[src/logic/xcvr_ctl_pkg.sv]
// constants and carriers of the transceiver transmit control and status block
`default_nettype none
package xcvr_ctl_pkg;
    localparam logic [7:0] DIAG_DEV_ADDR   = 8'hA2;
    localparam logic [7:0] STATUS_BYTE     = 8'h6E;
    localparam int         FAULT_BIT       = 2;
    localparam int         LOST_BIT        = 1;
    localparam int         SOFT_OFF_BIT    = 6;
    localparam logic       SOFT_OFF_RESET  = 1'b0;
    localparam logic       LATCH_RESET     = 1'b0;
    localparam logic [7:0] BYTE_RESET      = 8'h00;

    typedef struct packed {
        logic       rd;
        logic       wr;
        logic [7:0] dev;
        logic [7:0] addr;
        logic [7:0] wdata;
    } mgmt_req_t;

    typedef struct packed {
        logic       dis_prev;
        logic       fault_latch;
        logic       soft_off;
        logic       laser_on;
        logic       tx_fault;
        logic       sig_lost;
        logic [7:0] rdata;
        logic       rvalid;
    } ctl_state_t;
endpackage
`default_nettype wire

[src/logic/xcvr_tx_ctl.sv]
// transmit disable, transmit fault and receive loss logic with management byte access
`timescale 1ns/100ps
`default_nettype none

////////////////////////////////////////////////////////////////////////////////
// Summary of operation
// RULE_01: disable pin high forces laser off
// RULE_02: management write also turns transmitter off, readable
// RULE_03: disable pin toggle resets faulted transmitter
// RULE_04: laser fault or low supply: fault, laser off
// RULE_05: fault output low normal, high on fault
// RULE_06: laser fault latches; cleared by toggle, reset
// RULE_07: low supply fault follows supply, no latch
// RULE_08: fault reported byte 110 bit 2
// RULE_09: fault raised only by hardware conditions
// RULE_10: signal lost high when optical power low
// RULE_11: signal lost reported byte 110 bit 1
// RULE_12: diagnostic bytes 0..255 at device A2
// RULE_13: status byte tracks live output levels
module xcvr_tx_ctl (
    input  wire logic                      MCLK,
    input  wire logic                      SYS_RST,
    input  wire logic                      TX_DISABLE,
    input  wire logic                      LASER_FAULT,
    input  wire logic                      SUPPLY_LOW,
    input  wire logic                      RX_POWER_LOW,
    input  wire xcvr_ctl_pkg::mgmt_req_t   MGMT_REQ,
    output logic                           LASER_ON,
    output logic                           TX_FAULT,
    output logic                           RECEIVE_SIGNAL_LOST,
    output logic                           SOFT_TX_OFF,
    output logic [7:0]                     MGMT_RDATA,
    output logic                           MGMT_RVALID
);

    xcvr_ctl_pkg::ctl_state_t state_reg;
    xcvr_ctl_pkg::ctl_state_t state_next;
    logic                     toggle_seen;
    logic                     diag_hit;
    logic                     status_hit;
    logic [7:0]               status_byte;

    ////////////////////////////////////////////////////////////////////////////
    // next state

    always_comb begin
        state_next  = state_reg;
        // rising edge of the pin starts the toggle that clears a trip
        toggle_seen = TX_DISABLE && !state_reg.dis_prev;                              // RULE_03
        diag_hit    = (MGMT_REQ.dev == xcvr_ctl_pkg::DIAG_DEV_ADDR);                  // RULE_12
        status_hit  = diag_hit && (MGMT_REQ.addr == xcvr_ctl_pkg::STATUS_BYTE);
        status_byte = xcvr_ctl_pkg::BYTE_RESET;
        // live levels, not a snapshot
        status_byte[xcvr_ctl_pkg::FAULT_BIT]    = state_reg.tx_fault;                 // RULE_08 RULE_13
        status_byte[xcvr_ctl_pkg::LOST_BIT]     = state_reg.sig_lost;                 // RULE_11 RULE_13
        status_byte[xcvr_ctl_pkg::SOFT_OFF_BIT] = state_reg.soft_off;                 // RULE_02

        state_next.dis_prev = TX_DISABLE;
        // set wins over clear: a fault in the clearing cycle stays latched
        if (LASER_FAULT) begin
            state_next.fault_latch = 1'b1;                                            // RULE_06
        end else if (toggle_seen) begin
            state_next.fault_latch = 1'b0;                                            // RULE_06
        end

        if (MGMT_REQ.wr && status_hit) begin
            state_next.soft_off = MGMT_REQ.wdata[xcvr_ctl_pkg::SOFT_OFF_BIT];         // RULE_02
        end

        // soft disable is deliberately not a fault source
        state_next.tx_fault = LASER_FAULT || state_next.fault_latch || SUPPLY_LOW;    // RULE_04 RULE_07 RULE_09
        state_next.laser_on = !(TX_DISABLE || state_next.soft_off
                                || state_next.tx_fault);                              // RULE_01 RULE_04
        state_next.sig_lost = RX_POWER_LOW;                                           // RULE_10

        // other devices on the two-wire bus are served elsewhere
        state_next.rvalid = MGMT_REQ.rd && diag_hit;                                  // RULE_12
        state_next.rdata  = xcvr_ctl_pkg::BYTE_RESET;
        if (MGMT_REQ.rd && status_hit) begin
            state_next.rdata = status_byte;
        end
    end

    ////////////////////////////////////////////////////////////////////////////
    // state register; reset doubles as power cycle

    always_ff @(posedge MCLK or posedge SYS_RST) begin
        if (SYS_RST) begin
            state_reg.dis_prev    <= 1'b0;
            state_reg.fault_latch <= xcvr_ctl_pkg::LATCH_RESET;
            state_reg.soft_off    <= xcvr_ctl_pkg::SOFT_OFF_RESET;
            state_reg.laser_on    <= 1'b0;
            state_reg.tx_fault    <= 1'b0;
            state_reg.sig_lost    <= 1'b0;
            state_reg.rdata       <= xcvr_ctl_pkg::BYTE_RESET;
            state_reg.rvalid      <= 1'b0;
        end else begin
            state_reg <= state_next;
        end
    end

    assign LASER_ON            = state_reg.laser_on;
    assign TX_FAULT            = state_reg.tx_fault;
    assign RECEIVE_SIGNAL_LOST = state_reg.sig_lost;
    assign SOFT_TX_OFF         = state_reg.soft_off;
    assign MGMT_RDATA          = state_reg.rdata;
    assign MGMT_RVALID         = state_reg.rvalid;

    ////////////////////////////////////////////////////////////////////////////
    // checks

    a_pin_laser_off: assert property (@(posedge MCLK) disable iff (SYS_RST) // RULE_01
        TX_DISABLE |=> !LASER_ON)
        else $error("laser on one cycle after disable pin high");

    a_soft_laser_off: assert property (@(posedge MCLK) disable iff (SYS_RST) // RULE_02
        (MGMT_REQ.wr && MGMT_REQ.dev == 8'hA2 && MGMT_REQ.addr == 8'h6E && MGMT_REQ.wdata[6])
        |=> SOFT_TX_OFF && !LASER_ON)
        else $error("soft disable write did not turn laser off");

    a_toggle_clears: assert property (@(posedge MCLK) disable iff (SYS_RST) // RULE_03
        (TX_DISABLE && !$past(TX_DISABLE) && !LASER_FAULT && !SUPPLY_LOW)
        |=> !TX_FAULT)
        else $error("disable toggle did not clear fault");

    a_fault_kills_laser: assert property (@(posedge MCLK) disable iff (SYS_RST) // RULE_04
        (LASER_FAULT || SUPPLY_LOW) |=> TX_FAULT && !LASER_ON)
        else $error("fault did not raise flag and stop laser");

    a_normal_no_fault: assert property (@(posedge MCLK) disable iff (SYS_RST) // RULE_05
        LASER_ON |-> !TX_FAULT)
        else $error("fault flag high while laser running");

    a_fault_held: assert property (@(posedge MCLK) disable iff (SYS_RST) // RULE_06
        (LASER_FAULT ##1 (!TX_DISABLE && !LASER_FAULT)[*3]) |=> TX_FAULT)
        else $error("laser fault latch lost without toggle");

    a_supply_follows: assert property (@(posedge MCLK) disable iff (SYS_RST) // RULE_07
        (SUPPLY_LOW ##1 !SUPPLY_LOW && !LASER_FAULT && !state_reg.fault_latch) |=> !TX_FAULT)
        else $error("low supply fault was latched");

    a_status_fault: assert property (@(posedge MCLK) disable iff (SYS_RST) // RULE_08
        (MGMT_REQ.rd && MGMT_REQ.dev == 8'hA2 && MGMT_REQ.addr == 8'h6E)
        |=> MGMT_RVALID && MGMT_RDATA[2] == $past(TX_FAULT))
        else $error("status byte fault bit wrong");

    a_soft_no_fault: assert property (@(posedge MCLK) disable iff (SYS_RST) // RULE_09
        (!LASER_FAULT && !SUPPLY_LOW && !state_reg.fault_latch) |=> !TX_FAULT)
        else $error("fault flag raised without hardware cause");

    a_lost_follows: assert property (@(posedge MCLK) disable iff (SYS_RST) // RULE_10
        ##1 RECEIVE_SIGNAL_LOST == $past(RX_POWER_LOW))
        else $error("signal lost output does not track optical power");

    a_status_lost: assert property (@(posedge MCLK) disable iff (SYS_RST) // RULE_11
        (MGMT_REQ.rd && MGMT_REQ.dev == 8'hA2 && MGMT_REQ.addr == 8'h6E)
        |=> MGMT_RDATA[1] == $past(RECEIVE_SIGNAL_LOST))
        else $error("status byte lost bit wrong");

    a_other_dev_quiet: assert property (@(posedge MCLK) disable iff (SYS_RST) // RULE_12
        (MGMT_REQ.rd && MGMT_REQ.dev != 8'hA2) |=> !MGMT_RVALID)
        else $error("answered a foreign device address");

    ////////////////////////////////////////////////////////////////////////////
    // checks on the clearing race, spare bits, silent requests and reset

    a_set_wins: assert property (@(posedge MCLK) disable iff (SYS_RST) // RULE_06
        (LASER_FAULT && TX_DISABLE && !$past(TX_DISABLE)) ##1 (!LASER_FAULT && !TX_DISABLE)
        |=> TX_FAULT)
        else $error("fault arriving with the toggle was cleared");

    a_laser_runs: assert property (@(posedge MCLK) disable iff (SYS_RST) // RULE_01
        (!TX_DISABLE && !LASER_FAULT && !SUPPLY_LOW && !TX_FAULT && !SOFT_TX_OFF && !MGMT_REQ.wr)
        |=> LASER_ON)
        else $error("laser held off with no cause");

    a_supply_no_latch: assert property (@(posedge MCLK) disable iff (SYS_RST) // RULE_07
        (SUPPLY_LOW && !LASER_FAULT && !TX_FAULT) ##1 (!SUPPLY_LOW && !LASER_FAULT)
        |=> !TX_FAULT)
        else $error("fault flag stayed high after supply recovered");

    a_soft_release: assert property (@(posedge MCLK) disable iff (SYS_RST) // RULE_02
        (MGMT_REQ.wr && MGMT_REQ.dev == xcvr_ctl_pkg::DIAG_DEV_ADDR
         && MGMT_REQ.addr == xcvr_ctl_pkg::STATUS_BYTE && !MGMT_REQ.wdata[xcvr_ctl_pkg::SOFT_OFF_BIT])
        |=> !SOFT_TX_OFF)
        else $error("soft disable not released by write");

    a_foreign_write: assert property (@(posedge MCLK) disable iff (SYS_RST) // RULE_12
        (MGMT_REQ.wr && MGMT_REQ.dev != xcvr_ctl_pkg::DIAG_DEV_ADDR)
        |=> SOFT_TX_OFF == $past(SOFT_TX_OFF))
        else $error("write to a foreign device changed soft disable");

    a_status_soft: assert property (@(posedge MCLK) disable iff (SYS_RST) // RULE_02
        (MGMT_REQ.rd && MGMT_REQ.dev == xcvr_ctl_pkg::DIAG_DEV_ADDR
         && MGMT_REQ.addr == xcvr_ctl_pkg::STATUS_BYTE)
        |=> MGMT_RDATA[xcvr_ctl_pkg::SOFT_OFF_BIT] == $past(SOFT_TX_OFF))
        else $error("status byte soft disable bit wrong");

    a_status_spare: assert property (@(posedge MCLK) disable iff (SYS_RST) // RULE_13
        (MGMT_REQ.rd && MGMT_REQ.dev == xcvr_ctl_pkg::DIAG_DEV_ADDR
         && MGMT_REQ.addr == xcvr_ctl_pkg::STATUS_BYTE)
        |=> (MGMT_RDATA & 8'hB9) == 8'h00)
        else $error("status byte spare bits not zero");

    a_other_byte_zero: assert property (@(posedge MCLK) disable iff (SYS_RST) // RULE_12
        (MGMT_REQ.rd && MGMT_REQ.dev == xcvr_ctl_pkg::DIAG_DEV_ADDR
         && MGMT_REQ.addr != xcvr_ctl_pkg::STATUS_BYTE)
        |=> MGMT_RVALID && MGMT_RDATA == xcvr_ctl_pkg::BYTE_RESET)
        else $error("unmapped diagnostic byte not read as zero");

    a_idle_no_answer: assert property (@(posedge MCLK) disable iff (SYS_RST) // RULE_12
        !(MGMT_REQ.rd && MGMT_REQ.dev == xcvr_ctl_pkg::DIAG_DEV_ADDR) |=> !MGMT_RVALID)
        else $error("read answer without a read request");

    a_reset_quiet: assert property (@(posedge MCLK) // RULE_06
        SYS_RST |-> !LASER_ON && !TX_FAULT && !SOFT_TX_OFF && !MGMT_RVALID)
        else $error("outputs active while reset held");

    a_lost_no_fault: assert property (@(posedge MCLK) disable iff (SYS_RST) // RULE_09
        (RX_POWER_LOW && !LASER_FAULT && !SUPPLY_LOW && !TX_FAULT) |=> !TX_FAULT)
        else $error("signal loss raised the fault flag");

endmodule
`default_nettype wire

[config.mk]
export PLATFORM = sky130hd
export DESIGN_NAME = xcvr_tx_ctl
export DESIGN_NICKNAME = d
export VERILOG_FILES = /design/src/logic/xcvr_ctl_pkg.sv /design/src/logic/xcvr_tx_ctl.sv
export SDC_FILE = /design/constraint.sdc
export NUM_CORES = 1
export LEC_CHECK = 0
export BUFFER_PORTS_ARGS = -buffer_cell sky130_fd_sc_hd__buf_4
export CAP_MARGIN = 40
export CORE_MARGIN = 2
export CORE_UTILIZATION = 30
export DETAILED_ROUTE_END_ITERATION = 10
export GPL_ROUTABILITY_DRIVEN = 1
export HOLD_SLACK_MARGIN = 0.08
export PLACE_DENSITY_LB_ADDON = 0.25
export SETUP_SLACK_MARGIN = 0.4
export SYNTH_ARGS = -nofsm -noshare
export SYNTH_HDL_FRONTEND = slang
export SYNTH_SLANG_ARGS = --single-unit
[constraint.sdc]
create_clock -name MCLK -period 2.2 [get_ports MCLK]
set_input_delay 0 -clock MCLK [delete_from_list [all_inputs] [get_ports MCLK]]
set_output_delay 0 -clock MCLK [all_outputs]
set_load 0.005 [all_outputs]
==> impl_metrics.toml, run 1 <==
[run_status]
outcome = "finished clean"

[setup_path]
critical_path_class = "flip-flop to flip-flop"
critical_path.max_fanout = 2
path_delay_family = "buffers and inverters"
reg2reg_setup_slack_ns = 0.60
crit_path_start_kind = "flip-flop"
crit_buf_inv = 1
path_cells = "nand2b_1, a21o_1, or2_2, dlygate4sd3_1"
timing.rr.start = "state_reg[14]$_DFF_PP0_"
cp.required_ns = 2.35
crit_arrival_ns = 1.75
crit_path_start = "state_reg[14]$_DFF_PP0_"
slowest_stage = "dlygate4sd3_1"
worstSetupEndpointType = "flip-flop"
critical-path-max-stage-delay_ns = 0.55

[place]
dpl.hpwl_microns = 716
gp_congestion = 0.671
post-place-ws_ns = 0.990
io_buffers = 32

[layout]
layout_common_cells = "buf_4, dfrtp_1, dlygate4sd3_1, conb_1"
final_layout_size_suffix_gt1_share_pct = 51.9
final-seq-area_sq_um = 250
antenna_cells = 0
multiInputGateArea_sq_um = 174
utilization_pct = 54.7
layout_commonest_cell = "buf_4"
largest_reg_flops = 3
fin_nets = 114
area_growth_pct = 72.2
fill_cells = 146

[pwr]
ir_drop_mv = 0.595
powerDensity_nw_per_um2 = 509
p_leak_nw = 0.429

[sta]
setup_viol = 0
post-route-period-util_pct = 72.9
slew_violations = 0
max_freq_ghz = 0.623
tns_ns = 0
finalCriticalPeriod_ns = 1.60
hold_viol_final = 0
grt_setup_unrepaired = "false"
finalWorstSetupSlack_ns = 0.596
skew_ns = 0.00784

[synthesis]
synth_top_area_share_pct = 52.9
synth_top_family_by_area = "simple AND/OR/NAND/NOR gates"
yosys.area.top_type = "dfrtp_1"
yosysSeqAreaShare_pct = 52.9
synth.avg_cell_area_sq_um = 11.8
yosysWarningCount = 0
synth_compound_gate_area_share_pct = 1.59
synth_xor_area_share_pct = 0
synth-adder-area-share_pct = 0
synthSimpleGateAreaFrac_pct = 26.5
ys_ff_latch = 10
syn_area_sq_um = 473
muxShareOfSynthArea_pct = 4.76
synth_cell_types = 19
netlist_instances = 40
yosys-top-cells-area = "dfrtp_1, buf_4, and4bb_1"

[floorplanning]
core_area_sq_um = 1490
die-area_sq_um = 1910
die_width_microns = 43.7
initial_utilization_pct = 31.8
rows = 14
pin_count = 45
fp.dieH_microns = 43.7

[clocking]
h-tree-depth = 1
cts_buffers = 3
worstSkewPairLatency_ns = 0.27
clkSlewWorstSetupHoldPaths_ns = 0.07
post_cts_resized = 0
tritoncts = "yes"
clock_path_buffers = 2
cts_sinks = 10
root_buffer = "clkbuf_4"

[global_route]
grt_pass1_vias = 388
antenna_found_initial = 0
grt_usage_pct = 11.6
grt_pass1_wl_microns = 1560
grt-ovfl-total = 0
grt_max_degree = 11

[detailed_routing]
avgRoutedWirePerCell_microns = 9.88
drt_pass1_iterations = 4
routed_wl_microns = 958
drt_iter0_drc = 6
via_per_inst = 4.27
vias = 414
detail-route-antenna-nets = 0
post-route-drc-count = 0

[min_path]
hp-class = "primary input to flip-flop"
hold_path.startpoint = "MGMT_REQ[24]"

[job]
drv_cap = 0
path summary, 6_finish.rpt:
kind	end	cells past startpoint
min in group asynchronous	RECEIVE_SIGNAL_LOST$_DFF_PP0_	3
max reg2reg	TX_FAULT$_DFF_PP0_	4
max	TX_FAULT$_DFF_PP0_	4
min	LASER_ON$_DFF_PP0_	4
min reg2reg	MGMT_RDATA[2]$_DFF_PP0_	1
max in group asynchronous	state_reg[14]$_DFF_PP0_	3
report_power, final:
group          internal [mW]  switching (mW)
Combinational         0.0430          0.0166
Sequential             0.188         0.00164
Clock                  0.100          0.0652
layout make-up:
cell class,instances,share of cell area (%)
Sequential cell,10,30.7
Multi-Input combinational cell,25,21.4
Timing Repair Buffer,41,40.6
Tap cell,16,2.46
Inverter,1,0.461
Clock buffer,4,4.45
logic make-up (layout without fill, tap and decap cells):
kind of cell,count (synthesis),after routing
DFF,10,10
and+or+nand+nor,17,17
AOI/OAI and AO/OA,1,1
muxes,2,2
buffers and inverters,9,46
other,1,5
cells in the mapped netlist:
master / instances
and3_2: 1
dfrtp_1: 10
inv_1: 1
nor2_1: 2
and4bb_1: 2
nand3_1: 1
mux2_2: 2
nor4b_2: 1
conb_1: 1
nor2b_1: 1
and2_1: 3
nand4_1: 1
and2b_1: 1
nor2_2: 1
buf_4: 8
or2_2: 1
nand2b_1: 1
a21o_1: 1
or4_1: 1
layer usage:
layer / share of wire [%] / track usage (%) / wire length, microns / vias to the layer above
li1: - / - / - / 203
met1: 32 / 11.9 / 306 / 190
met2: 58 / 20.0 / 558 / 21
met3: 9.7 / 7.50 / 93 / 0
met4: 0 / 1.82 / 0 / 0
met5: 0 / 0 / 0 / -
timing repair:
| item | in CTS | in global routing |
|---|---|---|
| hold buffers | 9 | 0 |
| buffers inserted | 0 | 0 |
| endpoints found under the hold margin | 16 | 0 |
| setup endpoints to repair | 0 | 0 |
worst reg2reg max path, cell delays in order, from the launching register on:
cell,delay [ns]
dfrtp_1,0.35
nand2b_1,0.14
a21o_1,0.18
or2_2,0.26
dlygate4sd3_1,0.55
through the flow:
| stage | hold slack [ns] | power (mW) | cells | area [sq um] |
|---|---|---|---|---|
| 6_report | 0.190 | 0.415 | 97 | 815 |
| 5_1_grt | 0.207 | 0.435 | 97 | 815 |
| 4_1_cts | 0.192 | 0.421 | 97 | 815 |
| 3_5_place_dp | -0.00480 | 0.242 | 84 | 688 |
| 3_3_place_gp | -0.00361 | 0.241 | 84 | 688 |
| 2_1_floorplan | -0.160 | 0.211 | 44 | 488 |
(Power assumes the default switching activity.)
==> run 2, diff against run 1 <==
==> constraint.sdc (replaced) <==
create_clock -name MCLK -period 1.6 [get_ports MCLK]
set_input_delay 0 -clock MCLK [delete_from_list [all_inputs] [get_ports MCLK]]
set_output_delay 0 -clock MCLK [all_outputs]
set_load 0.005 [all_outputs]
==> run 2 against run 1 <==
Clock power increased by 37%. Non-clock buffer count fell by 1. Critical endpoint is now LASER_ON$_DFF_PP0_. Die area did not move. Combinational power is 47% higher. Setup slack got worse by 0.15 ns. Via count unchanged. Sequential power grew 37%. First-iteration DRC count grew 17%.
==> impl_metrics.toml, run 2 (synthesis results as in run 1) <==
[run_status]
outcome = "finished clean"

[clocking]
clock_path_buffers = 2
cts_sinks = 10
worstSkewPairLatency_ns = 0.27
tritoncts = "yes"
h-tree-depth = 1
clkSlewWorstSetupHoldPaths_ns = 0.07
root_buffer = "clkbuf_4"
cts_hold_buf = 7
cts_buffers = 3

[sta]
hold_viol_final = 0
grt_setup_unrepaired = "false"
post-route-period-util_pct = 72.3
finalWorstSetupSlack_ns = 0.442
finalCriticalPeriod_ns = 1.16
tns_ns = 0
holdWs_ns = 0.0730
setup_viol = 0
slew_violations = 0
skew_ns = 0.00784
max_freq_ghz = 0.864

[setup_path]
critical-path-max-stage-delay_ns = 0.46
worstSetupEndpointType = "flip-flop"
reg2reg_setup_slack_ns = 0.44
crit_path_start_kind = "flip-flop"
critical_path_class = "flip-flop to flip-flop"
path_delay_family = "simple AND/OR/NAND/NOR gates"
cp_num_cells = 3
cp.required_ns = 1.81
crit_path_start = "state_reg[13]$_DFF_PP0_"
crit_end = "LASER_ON$_DFF_PP0_"
slowest_stage = "or4_4"
crit_arrival_ns = 1.37
timing.rr.start = "state_reg[13]$_DFF_PP0_"
critical_path.max_fanout = 2
r2r_end = "LASER_ON$_DFF_PP0_"
crit_buf_inv = 0
ff2ff_path_depth = 3
path_cells = "or4_4, nor2_2, mux2_4"

[layout]
design_area_sq_um = 825
fin_nets = 113
antenna_cells = 0
largest_reg_flops = 3
fill_cells = 147
layout_common_cells = "buf_4, dfrtp_1, conb_1, dlygate4sd3_1"
final_layout_size_suffix_gt1_share_pct = 57.5
layout_commonest_cell = "buf_4"
area_growth_pct = 74.3

[floorplanning]
fp.dieH_microns = 43.7
rows = 14
pin_count = 45
initial_utilization_pct = 31.8
core_area_sq_um = 1490
die_width_microns = 43.7
die-area_sq_um = 1910

[place]
post_dp_cell_area_sq_um = 688
post-place-ws_ns = 0.390
io_buffers = 32
gp_congestion = 0.671
dpl.hpwl_microns = 716

[pwr]
powerDensity_nw_per_um2 = 699
ir_drop_mv = 0.811
p_leak_nw = 0.444

[detailed_routing]
post-route-drc-count = 0
drt_iter0_drc = 7
routed_wl_microns = 1100
via_per_inst = 4.31
avgRoutedWirePerCell_microns = 11.4
detail-route-antenna-nets = 0
vias = 414
drt_pass1_iterations = 2

[global_route]
grt_usage_pct = 12.2
grt_pass1_wl_microns = 1610
grt_pass1_vias = 383
grt-ovfl-total = 0
grt_max_degree = 11
antenna_found_initial = 0

[job]
drv_cap = 0

[min_path]
hp-class = "primary input to flip-flop"
==> run 2: worst min path at each step <==
stage / start / to / slack [ns] / cells past startpoint
final: MGMT_REQ[19] / MGMT_RVALID$_DFF_PP0_ / 0.07 / 3
after floorplan: SYS_RST / LASER_ON$_DFF_PP0_ / -0.16 / 1
after detailed placement: SYS_RST / RECEIVE_SIGNAL_LOST$_DFF_PP0_ / -0.005 / 2
after global routing: MGMT_REQ[19] / MGMT_RVALID$_DFF_PP0_ / 0.07 / 3
after global placement: SYS_RST / MGMT_RDATA[2]$_DFF_PP0_ / -0.004 / 2
after CTS: MGMT_REQ[19] / MGMT_RVALID$_DFF_PP0_ / 0.07 / 3
==> run 2: power breakdown <==
| group | total (mW) | internal [mW] | switching [mW] |
|---|---|---|---|
| clock network | 0.228 | 0.138 | 0.0901 |
| registers | 0.261 | 0.258 | 0.00262 |
| logic | 0.0875 | 0.0616 | 0.0259 |
==> run 2: stage by stage <==
stage | total power, mW | util, % | cells
after floorplan | 0.290 | - | 44
final | 0.577 | 55.4 | 96
after detailed placement | 0.332 | 46.2 | 84
after global placement | 0.331 | 46.2 | 84
after CTS | 0.578 | 53.6 | 95
after global routing | 0.603 | 55.4 | 96
==> run 2: final cells by class <==
| class | instances | area, sq um | share of cell area (%) |
|---|---|---|---|
| Inverter | 1 | 3.75 | 0.455 |
| Tap cell | 16 | 20.0 | 2.43 |
| Multi-Input combinational cell | 25 | 191 | 23.2 |
| Clock buffer | 4 | 36.3 | 4.40 |
| Sequential cell | 10 | 250 | 30.3 |
| Timing Repair Buffer | 40 | 323 | 39.2 |
==> run 2: metal layers <==
layer  up-vias  wire length [microns]  GRT usage, %
li1        202                      -             -
met3         0                     90          7.50
met2        19                    652          22.1
met5         -                      0             0
met1       193                    356          11.9
met4         0                      0          1.82
==> run 2: worst reg2reg max path: cells and delay by family, from the launching register on <==
family / cells / cell delay, ns
AND/OR/NAND/NOR: 2 / 0.58
flip-flops: 1 / 0.39
multiplexers: 1 / 0.15
==> run 2: what timing repair did <==
item                                    4_1_cts  5_1_grt
endpoints found under the setup margin        1        1
hold endpoints to repair                     16        1
resized for setup                             1        6
setup buffers                                 0        1
pin swaps                                     0        2
gates cloned                                  0        0
